**src/relay_port_pkg.sv**
```systemverilog
/*
 * constants of the eight-channel relay output byte port: image offsets,
 * widths, reset values and the status-bar blink timing.
 * assumes a 125 MHz core clock; nothing else is shared between files.
 */
package relay_port_pkg;

	// channel count and image layout
	localparam int CHANNELS = 8;
	localparam int ADDR_W = 4;
	localparam logic [ADDR_W-1:0] OFF_RELAY_IMAGE = 4'h0;
	localparam logic [CHANNELS-1:0] RELAY_RESET = 8'h00;
	localparam logic [CHANNELS-1:0] INPUT_IMAGE_EMPTY = 8'h00;
	localparam logic [7:0] INPUT_IMAGE_BYTES = 8'h00;

	// fault sense lines gathered by the synchroniser
	localparam int FAULT_W = 3;
	localparam int FAULT_OVERLOAD = 0;
	localparam int FAULT_SHORT = 1;
	localparam int FAULT_OVERHEAT = 2;

	// status-bar blink: 1 Hz, half a period on and half off
	localparam int CLK_PERIOD_NS = 8;
	localparam int BLINK_PERIOD_NS = 1_000_000_000;
	localparam int BLINK_HALF_CYCLES = BLINK_PERIOD_NS / (2 * CLK_PERIOD_NS);

endpackage : relay_port_pkg

```
**src/pin_sync.sv**
```systemverilog
/*
 * two-stage synchroniser bank for asynchronous pin inputs.
 * assumes the pins change no faster than a few clock cycles.
 */
`timescale 1ns/1ps

module pin_sync #(
	parameter int WIDTH = 1
) (
	input wire logic core_clk,
	input wire logic rst_n,
	input wire logic [WIDTH-1:0] pin,
	output logic [WIDTH-1:0] level
);

	typedef struct packed {
		logic [WIDTH-1:0] meta;
		logic [WIDTH-1:0] stable;
	} sync_s;

	sync_s state;
	sync_s next_state;

	// first stage is read only by the second
	always_comb begin
		next_state.meta = pin;
		next_state.stable = state.meta;
	end

	// register both stages
	always_ff @(posedge core_clk or negedge rst_n) begin
		if (!rst_n) begin
			state <= '0;
		end else begin
			state <= next_state;
		end
	end

	assign level = state.stable;

endmodule : pin_sync

```
**src/relay_output_byte_port.sv**
```systemverilog
/*
 * eight-channel relay output byte port: takes the output image byte from
 * the backplane logic, drives the relays and channel indicators, and runs
 * the green and red status-bar indicators with a 1 Hz blink.
 * assumes the backplane logic shares core_clk and hands over a one-cycle
 * write strobe; relay fault sense lines are asynchronous pins.
 */
`timescale 1ns/1ps

module relay_output_byte_port #(
	parameter int BLINK_HALF = relay_port_pkg::BLINK_HALF_CYCLES
) (
	input wire logic core_clk,
	input wire logic rst_n,
	input wire logic image_wr,
	input wire logic [relay_port_pkg::ADDR_W-1:0] image_addr,
	input wire logic [relay_port_pkg::CHANNELS-1:0] image_data,
	input wire logic input_rd,
	input wire logic bus_comm_fail,
	input wire logic config_error,
	input wire logic overload_pin,
	input wire logic short_pin,
	input wire logic overheat_pin,
	output logic [relay_port_pkg::CHANNELS-1:0] relay,
	output logic [relay_port_pkg::CHANNELS-1:0] channel_led,
	output logic status_green,
	output logic status_red,
	output logic [relay_port_pkg::CHANNELS-1:0] input_rd_data,
	output logic input_rd_empty,
	output logic [7:0] input_image_size
);

	localparam int CW = (BLINK_HALF > 1) ? $clog2(BLINK_HALF) : 1;
	localparam logic [CW-1:0] BLINK_LAST = CW'(BLINK_HALF - 1);

	typedef struct packed {
		logic [relay_port_pkg::CHANNELS-1:0] relay;
		logic [relay_port_pkg::CHANNELS-1:0] led;
		logic armed;
		logic green;
		logic red;
		logic [CW-1:0] blink_cnt;
		logic blink_phase;
		logic rd_empty;
		logic [relay_port_pkg::CHANNELS-1:0] rd_data;
		logic [7:0] image_size;
	} port_s;

	port_s state;
	port_s next_state;
	logic [relay_port_pkg::FAULT_W-1:0] fault_level;
	logic module_fault;
	logic image_hit;

	// fault sense pins cross into the core clock
	pin_sync #(
		.WIDTH(relay_port_pkg::FAULT_W)
	) fault_sync (
		.core_clk(core_clk),
		.rst_n(rst_n),
		.pin({overheat_pin, short_pin, overload_pin}),
		.level(fault_level)
	);

	// any of the three sensed faults counts as a module error
	assign module_fault = |fault_level;

	// only a write to the image offset is taken, others are ignored
	assign image_hit = image_wr && (image_addr == relay_port_pkg::OFF_RELAY_IMAGE);

	// next state of the whole port
	always_comb begin
		next_state = state;

		// take the output byte; bit n steers channel n
		if (image_hit) begin
			next_state.relay = image_data;
			next_state.led = image_data;
			next_state.armed = 1'b1;
		end

		// free-running half-period counter for the 1 Hz blink
		if (state.blink_cnt == BLINK_LAST) begin
			next_state.blink_cnt = '0;
			next_state.blink_phase = ~state.blink_phase;
		end else begin
			next_state.blink_cnt = state.blink_cnt + CW'(1);
		end

		// green: blink on bus failure, steady when all good, else off
		if (bus_comm_fail) begin
			next_state.green = state.blink_phase;
		end else if (!module_fault && !config_error) begin
			next_state.green = 1'b1;
		end else begin
			next_state.green = 1'b0;
		end

		// red: sensed fault wins over a configuration error
		if (module_fault) begin
			next_state.red = 1'b1;
		end else if (config_error) begin
			next_state.red = state.blink_phase;
		end else begin
			next_state.red = 1'b0;
		end

		// reads of the input image find nothing mapped
		next_state.rd_empty = input_rd;
		// no input bytes are mapped, so data and size stay empty
		next_state.rd_data = relay_port_pkg::INPUT_IMAGE_EMPTY;
		next_state.image_size = relay_port_pkg::INPUT_IMAGE_BYTES;
	end

	// register the whole state
	always_ff @(posedge core_clk or negedge rst_n) begin
		if (!rst_n) begin
			state <= '0; // relays dark after reset
		end else begin
			state <= next_state;
		end
	end

	// outputs straight from flops
	assign relay = state.relay;
	assign channel_led = state.led;
	assign status_green = state.green;
	assign status_red = state.red;
	assign input_rd_empty = state.rd_empty;
	// the module maps no input bytes, so these flops hold empty values
	assign input_rd_data = state.rd_data;
	assign input_image_size = state.image_size;
endmodule : relay_output_byte_port

```
**config.mk**
```make
export PLATFORM = sky130hd
export DESIGN_NAME = relay_output_byte_port
export DESIGN_NICKNAME = d
export VERILOG_FILES = /design/src/relay_port_pkg.sv /design/src/pin_sync.sv /design/src/relay_output_byte_port.sv
export SDC_FILE = /design/constraint.sdc
export NUM_CORES = 1
export LEC_CHECK = 0
export BUFFER_PORTS_ARGS = -buffer_cell sky130_fd_sc_hd__buf_2
export CAP_MARGIN = 0
export CORE_UTILIZATION = 55
export DETAILED_ROUTE_END_ITERATION = 6
export PLACE_DENSITY = 0.82
export SLEW_MARGIN = 20
export SYNTH_ARGS = -nofsm -noshare
export SYNTH_HDL_FRONTEND = slang
export SYNTH_SLANG_ARGS = --single-unit
```
**constraint.sdc**
```tcl
create_clock -name core_clk -period 2.7 [get_ports core_clk]
set_input_delay 0 -clock core_clk [delete_from_list [all_inputs] [get_ports core_clk]]
set_output_delay 0 -clock core_clk [all_outputs]
set_load 0.05 [all_outputs]
```
==> results.toml, run 1 <==
[placement]
gp_congestion = 0.910
port_buffers = 39
dp_hpwl_mm = 2.52

[yosys]
synth_cell_type_count = 34
synth-seq-cells = 44
synthCells = 193
syn_avg_cell_area_sq_um = 11.0
netlist_area_sq_um = 2130
ys_seq_area_share_pct = 51.7
synth_edf_count = 0
synthFlopType = "dfrtp_1"
async_flop_share_pct = 100
yosysWarnings = 0

[timing]
maxSlewViolCount = 0
max_slew_margin_pct = 39.5
fmax_ghz = 0.512
hold_viol = 0
finalSetupViolations = 0
min_period_over_period_pct = 72.3
finClkSkew_ns = 0.00704
worst_pin_slew_ns = 0.907
rsz0062_at_grt = "no"
min_period_ns = 1.95
setup_tns_ns = 0

[floorplan]
die-area_sq_um = 4130
io_pins = 56
core-area_sq_um = 3690
die_h_microns = 64.2
initial_utilization_pct = 57.8
rows = 22
die_w_microns = 64.2

[global_route]
grt_pass1_vias = 1413
overflow = 0
grt_max_degree = 45
grtUsageTotal_pct = 20.9
antenna_found_initial = 0
grt_pass1_wl_mm = 6.42

[clock_network]
h-tree-depth = 2
cts_tree = "done"
cts_max_path_buffers = 2
cts-root-buf = "clkbuf_8"
insertion_delay_ns = 0.29
clk_pin_slew_ns = 0.08
clock-sinks = 44
numCtsBuffers = 5
cts_resized = 0

[cells_and_area]
fin_nets = 260
area_growth_pct = 15.1
final_common_cell = "dfrtp_1"
drive_above_1_share_pct = 25.2
diodes = 0
final_cell_mix = "44 x dfrtp_1, 39 x buf_2, 16 x nand3_1, 16 x conb_1, 16 x dlygate4sd3_1"

[drt]
drc = 0
wire_per_inst_microns = 13.1
vias = 1503
first_pass_iters = 6
viasPerCell = 5.26
ant_nets = 0
drt_iter0_drc = 41
wirelength_mm = 3.76

[power]
power_density_nw_per_um2 = 606
p_total_w = 0.00149
p_leak_nw = 1.16
vdd_ir_drop_max_mv = 0.416

[min_path]
hold_class = "in2reg"

[worst_setup_path]
cp_data_required_time_ns = 2.92
worst_setup_path_start_kind = "register"
worst_setup_path_end_kind = "register"
cp_max_fo = 5
crit_arrival_ns = 2.17
worst-setup-path-type = "reg2reg"

[outcome]
outcome = "completed"

[flow_run]
drv_cap = 0
==> critical path, cell delays in order (launching register included) <==
cell and delay [ns]:
dfrtp_1 0.39, ha_1 0.25, nand4_2 0.18, or4_1 0.56
or3_1 0.36, a21oi_1 0.15
==> routing by layer <==
metal / GRT usage [%] / routed length [microns]
met2: 34.7 / 1920
met3: 4.64 / 149
met4: 9.17 / 76
met5: 0 / 0
met1: 25.9 / 1610
==> cells in the mapped netlist (2+ instances only) <==
| master | n | area (sq um) |
|---|---|---|
| dfrtp_1 | 44 | 1100 |
| buf_4 | 32 | 240 |
| nand3_1 | 16 | 80.1 |
| xnor2_1 | 12 | 105 |
| nor2_1 | 9 | 33.8 |
| mux2_2 | 8 | 90.1 |
| nand2_1 | 8 | 30.0 |
| nor4_1 | 6 | 37.5 |
| nand4_1 | 5 | 31.3 |
| xor2_1 | 5 | 43.8 |
| a21oi_1 | 4 | 20.0 |
| and3_1 | 4 | 25.0 |
| mux2i_1 | 4 | 40.0 |
| o21ai_0 | 4 | 20.0 |
| and2_1 | 3 | 18.8 |
| o31ai_1 | 3 | 22.5 |
| or3_1 | 3 | 18.8 |
| or4_1 | 3 | 22.5 |
| and4_1 | 2 | 17.5 |
| clkbuf_1 | 2 | 7.51 |
| nor3_1 | 2 | 10.0 |
| o41ai_1 | 2 | 17.5 |
==> cell families after synthesis <==
group | count (synthesis) | synth area share, %
flip-flops | 44 | 51.7
buffers and inverters | 36 | 12.0
adder cells (fa/ha/maj) | 1 | 0.587
AND/OR/NAND/NOR | 68 | 18.1
AO/OA/AOI/OAI | 14 | 4.29
XOR/XNOR | 17 | 6.99
multiplexers | 12 | 6.11
other | 1 | 0.176
==> stage by stage <==
| step | worst slack (ns) | utilization (%) | cell area (sq um) | cells | hold slack (ns) |
|---|---|---|---|---|---|
| 5_1_grt | 0.630 | 66.5 | 2450 | 286 | 0.338 |
| 3_3_place_gp | 0.820 | 60.0 | 2210 | 263 | 0.108 |
| 2_1_floorplan | 0.867 | - | 2190 | 208 | -0.296 |
| 3_5_place_dp | 0.769 | 60.0 | 2210 | 263 | 0.110 |
| 6_report | 0.747 | 66.5 | 2450 | 286 | 0.335 |
| 4_1_cts | 0.747 | 66.5 | 2450 | 286 | 0.326 |
==> layout make-up <==
type,count,area (sq um)
clock inverters,2,12.5
well taps,48,60.1
clock buffers,5,68.8
flip-flops and latches,44,1100
repair buffers,58,378
inverters,1,3.75
multi-input cells,128,830
fillers,288,1230
==> final timing paths <==
check                                                         from                             to  slack [ns]  cells after the start
max in group asynchronous                                    rst_n            state[24]$_DFF_PN0_        1.76                      2
worst min-delay path                                      image_wr     channel_led[4]$_DFFE_PN0P_        0.34                      3
min in group asynchronous                                    rst_n            state[39]$_DFF_PN0_        0.37                      2
worst max register to register                 state[18]$_DFF_PN0_            state[34]$_DFF_PN0_        0.75                      5
worst min register to register  fault_sync.next_state[2]$_DFF_PN0_  fault_sync.level[2]$_DFF_PN0_        0.36                      0
worst max-delay path                           state[18]$_DFF_PN0_            state[34]$_DFF_PN0_        0.75                      5
==> report_power, final <==
part	switching, W	internal, W
clock	0.000208	0.000175
combinational	0.000306	0.0000844
sequential	0.0000205	0.000693
total	0.000535	0.000952
==> registers in the layout, summed over array words and instances, names as in the netlist <==
| signal | count |
|---|---|
| channel_led | 8 |
| fault_sync.level | 3 |
| fault_sync.next_state | 3 |
| input_rd_empty | 1 |
| state | 27 |
| status_green | 1 |
| status_red | 1 |
==> timing repair <==
item / in CTS / in global routing
hold buffers: 16 / 0
buffers inserted: 0 / 0
endpoints found under the setup margin: 0 / 0
hold endpoints to repair: 58 / 0
(Power assumes the default switching activity.)
==> run 2: changes to the inputs <==
--- a/config.mk
+++ b/config.mk
@@ -7,9 +7,9 @@
 export LEC_CHECK = 0
 export BUFFER_PORTS_ARGS = -buffer_cell sky130_fd_sc_hd__buf_2
 export CAP_MARGIN = 0
-export CORE_UTILIZATION = 55
+export CORE_UTILIZATION = 52
 export DETAILED_ROUTE_END_ITERATION = 6
-export PLACE_DENSITY = 0.82
+export PLACE_DENSITY = 0.78
 export SLEW_MARGIN = 20
 export SYNTH_ARGS = -nofsm -noshare
 export SYNTH_HDL_FRONTEND = slang
==> constraint.sdc (replaced) <==
create_clock -name core_clk -period 1.9 [get_ports core_clk]
set_input_delay 0 -clock core_clk [delete_from_list [all_inputs] [get_ports core_clk]]
set_output_delay 0 -clock core_clk [all_outputs]
set_load 0.05 [all_outputs]
==> run 2 against run 1 <==
Clock-buffer cell count is the same. Worst setup slack lost 0.63 ns. Critical path depth is the same. Critical path type unchanged. Highest routed layer unchanged.
==> results.toml, run 2 (synthesis results as in run 1) <==
[global_route]
grt_pass1_vias = 1522
grt_max_degree = 26
antenna_found_initial = 0
overflow = 0
grt_pass1_wl_mm = 6.90
grtUsageTotal_pct = 21.8

[worst_setup_path]
worst-setup-path-type = "reg2reg"
r2r_cells = 5
cp_max_fo = 6
cpMaxStageDelayCell = "or4_4"
reg2reg_from = "state[18]$_DFF_PN0_"
path_delay_family = "simple AND/OR/NAND/NOR gates"
max_stage_delay_ns = 0.53
r2r-end = "state[37]$_DFF_PN0_"
path_cells = "buf_4 > nand3_1 > or4_4 > or3_1 > a21oi_1"
regToRegSetupSlack_ns = 0.12
cp_data_required_time_ns = 2.12
worst_setup_path_end_kind = "register"
path_buf_inv = 1
worst_setup_path_start_kind = "register"
crit_arrival_ns = 2.00

[drt]
vias = 1565
wire_per_inst_microns = 13.3
wirelength_mm = 3.97
viasPerCell = 5.23
drc = 0
first_pass_iters = 4
drt_iter0_drc = 92
ant_nets = 0

[floorplan]
rows = 22
die-area_sq_um = 4360
core-area_sq_um = 3800
die_w_microns = 66.0
io_pins = 56
initial_utilization_pct = 56.1
die_h_microns = 66.0

[clock_network]
cts_max_path_buffers = 2
insertion_delay_ns = 0.31
clock-sinks = 44
numCtsBuffers = 5
clk_pin_slew_ns = 0.09
cts_tree = "done"
h-tree-depth = 2
cts-root-buf = "clkbuf_8"

[power]
p_sw_share_pct = 36.6
power_frac_comb_pct = 25.8
vdd_ir_drop_max_mv = 0.585
p_leak_nw = 1.22
p_int_w = 0.00137
power.switching_w = 0.000789
clkPwrFrac_pct = 27.3
power_density_nw_per_um2 = 834
p_seq_share_pct = 46.9

[placement]
gp_congestion = 0.862
dp_cells = 272
port_buffers = 39
dp_slack_ns = 0.0359
dp_hpwl_mm = 2.87

[cells_and_area]
drive_above_1_share_pct = 32.3
regMostFlops = "state"
diodes = 0
final_cell_mix = "42 x dfrtp_1, 39 x buf_2, 16 x conb_1, 16 x dlygate4sd3_1"
area_growth_pct = 21.3
largest_register_ffs = 27
n_fill_cell = 296
stdcell_count = 299
final_common_cell = "dfrtp_1"
fin_nets = 272

[timing]
worst_pin_slew_ns = 0.521
rsz0062_at_grt = "no"
hold_viol = 0
setup_tns_ns = 0
fin_ws_ns = 0.116
min_period_ns = 1.78
max_slew_margin_pct = 65.3
min_period_over_period_pct = 93.9
finClkSkew_ns = 0.00950
maxSlewViolCount = 0
fmax_ghz = 0.561
finalSetupViolations = 0

[flow_run]
drv_cap = 0

[outcome]
outcome = "completed"

[min_path]
hold_class = "in2async"
==> run 2: worst register-to-register path, stage by stage, from the launching register on <==
cell     delay, ns
dfrtp_1       0.42
buf_4         0.13
nand3_1       0.09
or4_4         0.53
or3_1         0.33
a21oi_1       0.20
==> run 2: metal layers <==
| layer | part of all wire (%) | wire [microns] | global-route usage (%) | up-vias |
|---|---|---|---|---|
| met4 | 1.9 | 76 | 10.1 | 0 |
| met1 | 41 | 1630 | 25.4 | 738 |
| met3 | 5.9 | 235 | 5.17 | 7 |
| met5 | 0 | 0 | 0 | - |
| met2 | 51 | 2020 | 37.8 | 67 |
| li1 | - | - | - | 753 |
==> run 2: cell type report <==
cell class	count	area (sq um)	share of cell area (%)
flip-flops and latches	44	1100	42.7
clock inverters	3	23.8	0.920
multi-input cells	128	857	33.2
clock buffers	5	68.8	2.66
inverters	1	3.75	0.145
well taps	48	60.1	2.32
repair buffers	70	468	18.1
==> run 2: metrics by stage <==
stage	hold WS, ns	total power [W]	cell area [sq um]	util (%)
5_1_grt	0.273	0.00225	2580	68.1
2_1_floorplan	-0.296	0.00158	2190	-
3_5_place_dp	0.0103	0.00156	2280	60.0
6_report	0.201	0.00216	2580	68.1
3_3_place_gp	0.00830	0.00155	2280	60.0
4_1_cts	0.205	0.00217	2530	66.7
==> run 2: worst max-delay path by stage <==
stage,startpoint,endpoint,slack (ns),depth (start not counted)
3_5_place_dp,state[25]$_DFF_PN0_,state[37]$_DFF_PN0_,0.04,4
6_report,state[18]$_DFF_PN0_,state[37]$_DFF_PN0_,0.12,5
4_1_cts,state[25]$_DFF_PN0_,state[37]$_DFF_PN0_,0.003,4
5_1_grt,state[27]$_DFF_PN0_,state[37]$_DFF_PN0_,0.01,4
3_3_place_gp,state[24]$_DFF_PN0_,state[17]$_DFFE_PN0N_,0.12,5
2_1_floorplan,state[18]$_DFF_PN0_,state[34]$_DFF_PN0_,0.07,5
==> run 2: what timing repair did <==
item,CTS,global route
setup endpoints to repair,0,14
resized for setup,0,8
endpoints found under the hold margin,37,0
hold buffers,16,0
setup buffers,0,3
==> run 2: power by group through the flow <==
| stage | Clock, W | Combinational, W | Sequential (W) |
|---|---|---|---|
| finish | 0.000589 | 0.000556 | 0.00101 |
| global route | 0.000646 | 0.000582 | 0.00102 |
| CTS | 0.000604 | 0.000558 | 0.00101 |
| detailed placement | 0 | 0.000534 | 0.00103 |
| global placement | 0 | 0.000528 | 0.00103 |
| floorplan | 0 | 0.000544 | 0.00104 |
==> run 3: changes to the inputs <==
--- a/config.mk
+++ b/config.mk
@@ -5,11 +5,11 @@
 export SDC_FILE = /design/constraint.sdc
 export NUM_CORES = 1
 export LEC_CHECK = 0
-export BUFFER_PORTS_ARGS = -buffer_cell sky130_fd_sc_hd__buf_2
 export CAP_MARGIN = 0
-export CORE_UTILIZATION = 52
+export CORE_UTILIZATION = 55
 export DETAILED_ROUTE_END_ITERATION = 6
-export PLACE_DENSITY = 0.78
+export DONT_BUFFER_PORTS = 1
+export PLACE_DENSITY = 0.69
 export SLEW_MARGIN = 20
 export SYNTH_ARGS = -nofsm -noshare
 export SYNTH_HDL_FRONTEND = slang
==> run 3 against run 2 <==
Register-to-register slack worse by 0.03 ns. Fmax decreased by 1.5%. Clock-buffer cell count grew 1. Clock skew shrank 0.0038 ns. Flip-flop and latch count unchanged. Core utilization shrank 1.8 points. Wire length down 4.1%. Die area decreased by 5.3%. Via count down 7.8%. Final area down 5.5%. First-iteration DRC count fell by 27%. Critical path type unchanged. Largest cell class unchanged.
==> results.toml, run 3 (synthesis results as in run 1) <==
[drt]
wirelength_mm = 3.81
wire_per_inst_microns = 14.5
drt_iter0_drc = 67
viasPerCell = 5.49
first_pass_iters = 4
ant_nets = 0
vias = 1443
drc = 0

[clock_network]
clk_pin_slew_ns = 0.08
h-tree-depth = 2
cts-root-buf = "clkbuf_8"
cts_tree = "done"
numCtsBuffers = 5
cts_max_path_buffers = 2
insertion_delay_ns = 0.31
clock-sinks = 44

[placement]
dp_cells = 237
port_buffers = 0
dp_hpwl_mm = 2.53
placed_area_sq_um = 2110
gp_congestion = 0.882

[timing]
min_period_over_period_pct = 95.3
finClkSkew_ns = 0.00573
maxSlewViolCount = 0
min_period_ns = 1.81
fmax_ghz = 0.552
setup_tns_ns = 0
finalSetupViolations = 0
hold_viol = 0

[cells_and_area]
drive_above_1_share_pct = 19.1
stdcell_count = 263
area_growth_pct = 14.7
design_area_sq_um = 2440
diodes = 0
largest_register_ffs = 27
seqCellArea_sq_um = 1100
fin_util_pct = 66.2
final_cell_mix = "44 x dfrtp_1, 17 x buf_4, 16 x conb_1, 16 x dlygate4sd3_1, 15 x nand3_1"
n_fill_cell = 295
multi_input_comb_area_sq_um = 850
final_common_cell = "dfrtp_1"
fin_nets = 236
regMostFlops = "state"

[worst_setup_path]
r2r_cells = 5
r2r-end = "state[34]$_DFF_PN0_"
worst-setup-path-type = "reg2reg"
regToRegSetupSlack_ns = 0.09
cpMaxStageDelayCell = "or4_1"
cp_data_required_time_ns = 2.13
reg2reg_from = "state[18]$_DFF_PN0_"
max_stage_delay_ns = 0.54
worst_setup_path_start_kind = "register"
cp_max_fo = 4
worst_setup_path_end_kind = "register"
crit_arrival_ns = 2.05
path_cells = "ha_1 > nand4_2 > or4_1 > or3_1 > a21oi_1"

[global_route]
antenna_found_initial = 0
grt_max_degree = 45
grt_pass1_wl_mm = 6.33
overflow = 0
grt_pass1_vias = 1387
grtUsageTotal_pct = 21.0

[power]
vdd_ir_drop_max_mv = 0.638
power_frac_comb_pct = 22.8
clkPwrFrac_pct = 32.9
p_int_w = 0.00152
p_leak_nw = 1.10
power.switching_w = 0.000774
power_density_nw_per_um2 = 938
p_total_w = 0.00229
p_seq_share_pct = 44.3
p_sw_share_pct = 33.8

[min_path]
hold_class = "in2async"

[floorplan]
rows = 22
core-area_sq_um = 3690
io_pins = 56
die_w_microns = 64.2
initial_utilization_pct = 57.8
die_h_microns = 64.2
die-area_sq_um = 4130

[flow_run]
drv_cap = 0

[outcome]
outcome = "completed"
==> run 3: cell types whose count changed in the layout (fill, tap and decap cells not counted), moves of 2 or more <==
cell / before / now
buf_2: 39 / 0
buf_4: 15 / 17
dfrtp_2: 2 / 0
dfrtp_1: 42 / 44
clkinvlp_4: 2 / 0
==> run 3: area by class of cell <==
cell class | count | share of cell area [%]
inverters | 1 | 0.154
well taps | 48 | 2.46
multi-input cells | 128 | 34.8
flip-flops and latches | 44 | 45.1
clock buffers | 6 | 3.38
repair buffers | 34 | 12.6
clock inverters | 2 | 1.59
==> run 3: metal layers <==
| layer | share of wire (%) | wire [microns] | vias up | global-route usage (%) |
|---|---|---|---|---|
| met3 | 5.6 | 213 | 8 | 6.61 |
| met1 | 41 | 1550 | 703 | 23.9 |
| met4 | 2.2 | 82 | 0 | 10.6 |
| met5 | 0 | 0 | - | 0 |
| met2 | 51 | 1960 | 57 | 35.1 |
| li1 | - | - | 675 | - |
==> run 3: power by group through the flow <==
stage	sequential, W	combinational, W	clock (W)
floorplan	0.00104	0.000544	0
global placement	0.00103	0.000474	0
detailed placement	0.00103	0.000476	0
CTS	0.00102	0.000524	0.000777
global route	0.00102	0.000545	0.000810
finish	0.00101	0.000523	0.000755
==> run 3: stage by stage <==
stage               worst slack [ns]  hold WS (ns)
detailed placement            0.0613        -0.294
CTS                           0.0612         0.155
global placement              0.0585        -0.294
global route                -0.00641         0.168
floorplan                     0.0673        -0.296
finish                        0.0885         0.151
==> run 3: timing repair <==
action | in CTS | in global routing
hold endpoints to repair | 58 | 0
buffers inserted | 0 | 1
setup endpoints to repair | 0 | 13
hold buffers | 17 | 0
gates resized for setup | 0 | 4
==> run 3: critical path: cells and delay by family, from the launching register on <==
kind                     cells  cell delay, ns
adder cells (fa/ha/maj)      1            0.20
flip-flops                   1            0.39
AND/OR/NAND/NOR              3            1.00
AO/OA/AOI/OAI                1            0.15
==> run 3: how the worst max path moves through the flow <==
stage | startpoint | to | slack [ns]
floorplan | state[18]$_DFF_PN0_ | state[34]$_DFF_PN0_ | 0.07
global route | state[24]$_DFF_PN0_ | state[17]$_DFFE_PN0N_ | -0.006
global placement | state[25]$_DFF_PN0_ | state[43]$_DFF_PN0_ | 0.06
detailed placement | state[25]$_DFF_PN0_ | state[43]$_DFF_PN0_ | 0.06
finish | state[18]$_DFF_PN0_ | state[34]$_DFF_PN0_ | 0.09
CTS | state[25]$_DFF_PN0_ | state[43]$_DFF_PN0_ | 0.06
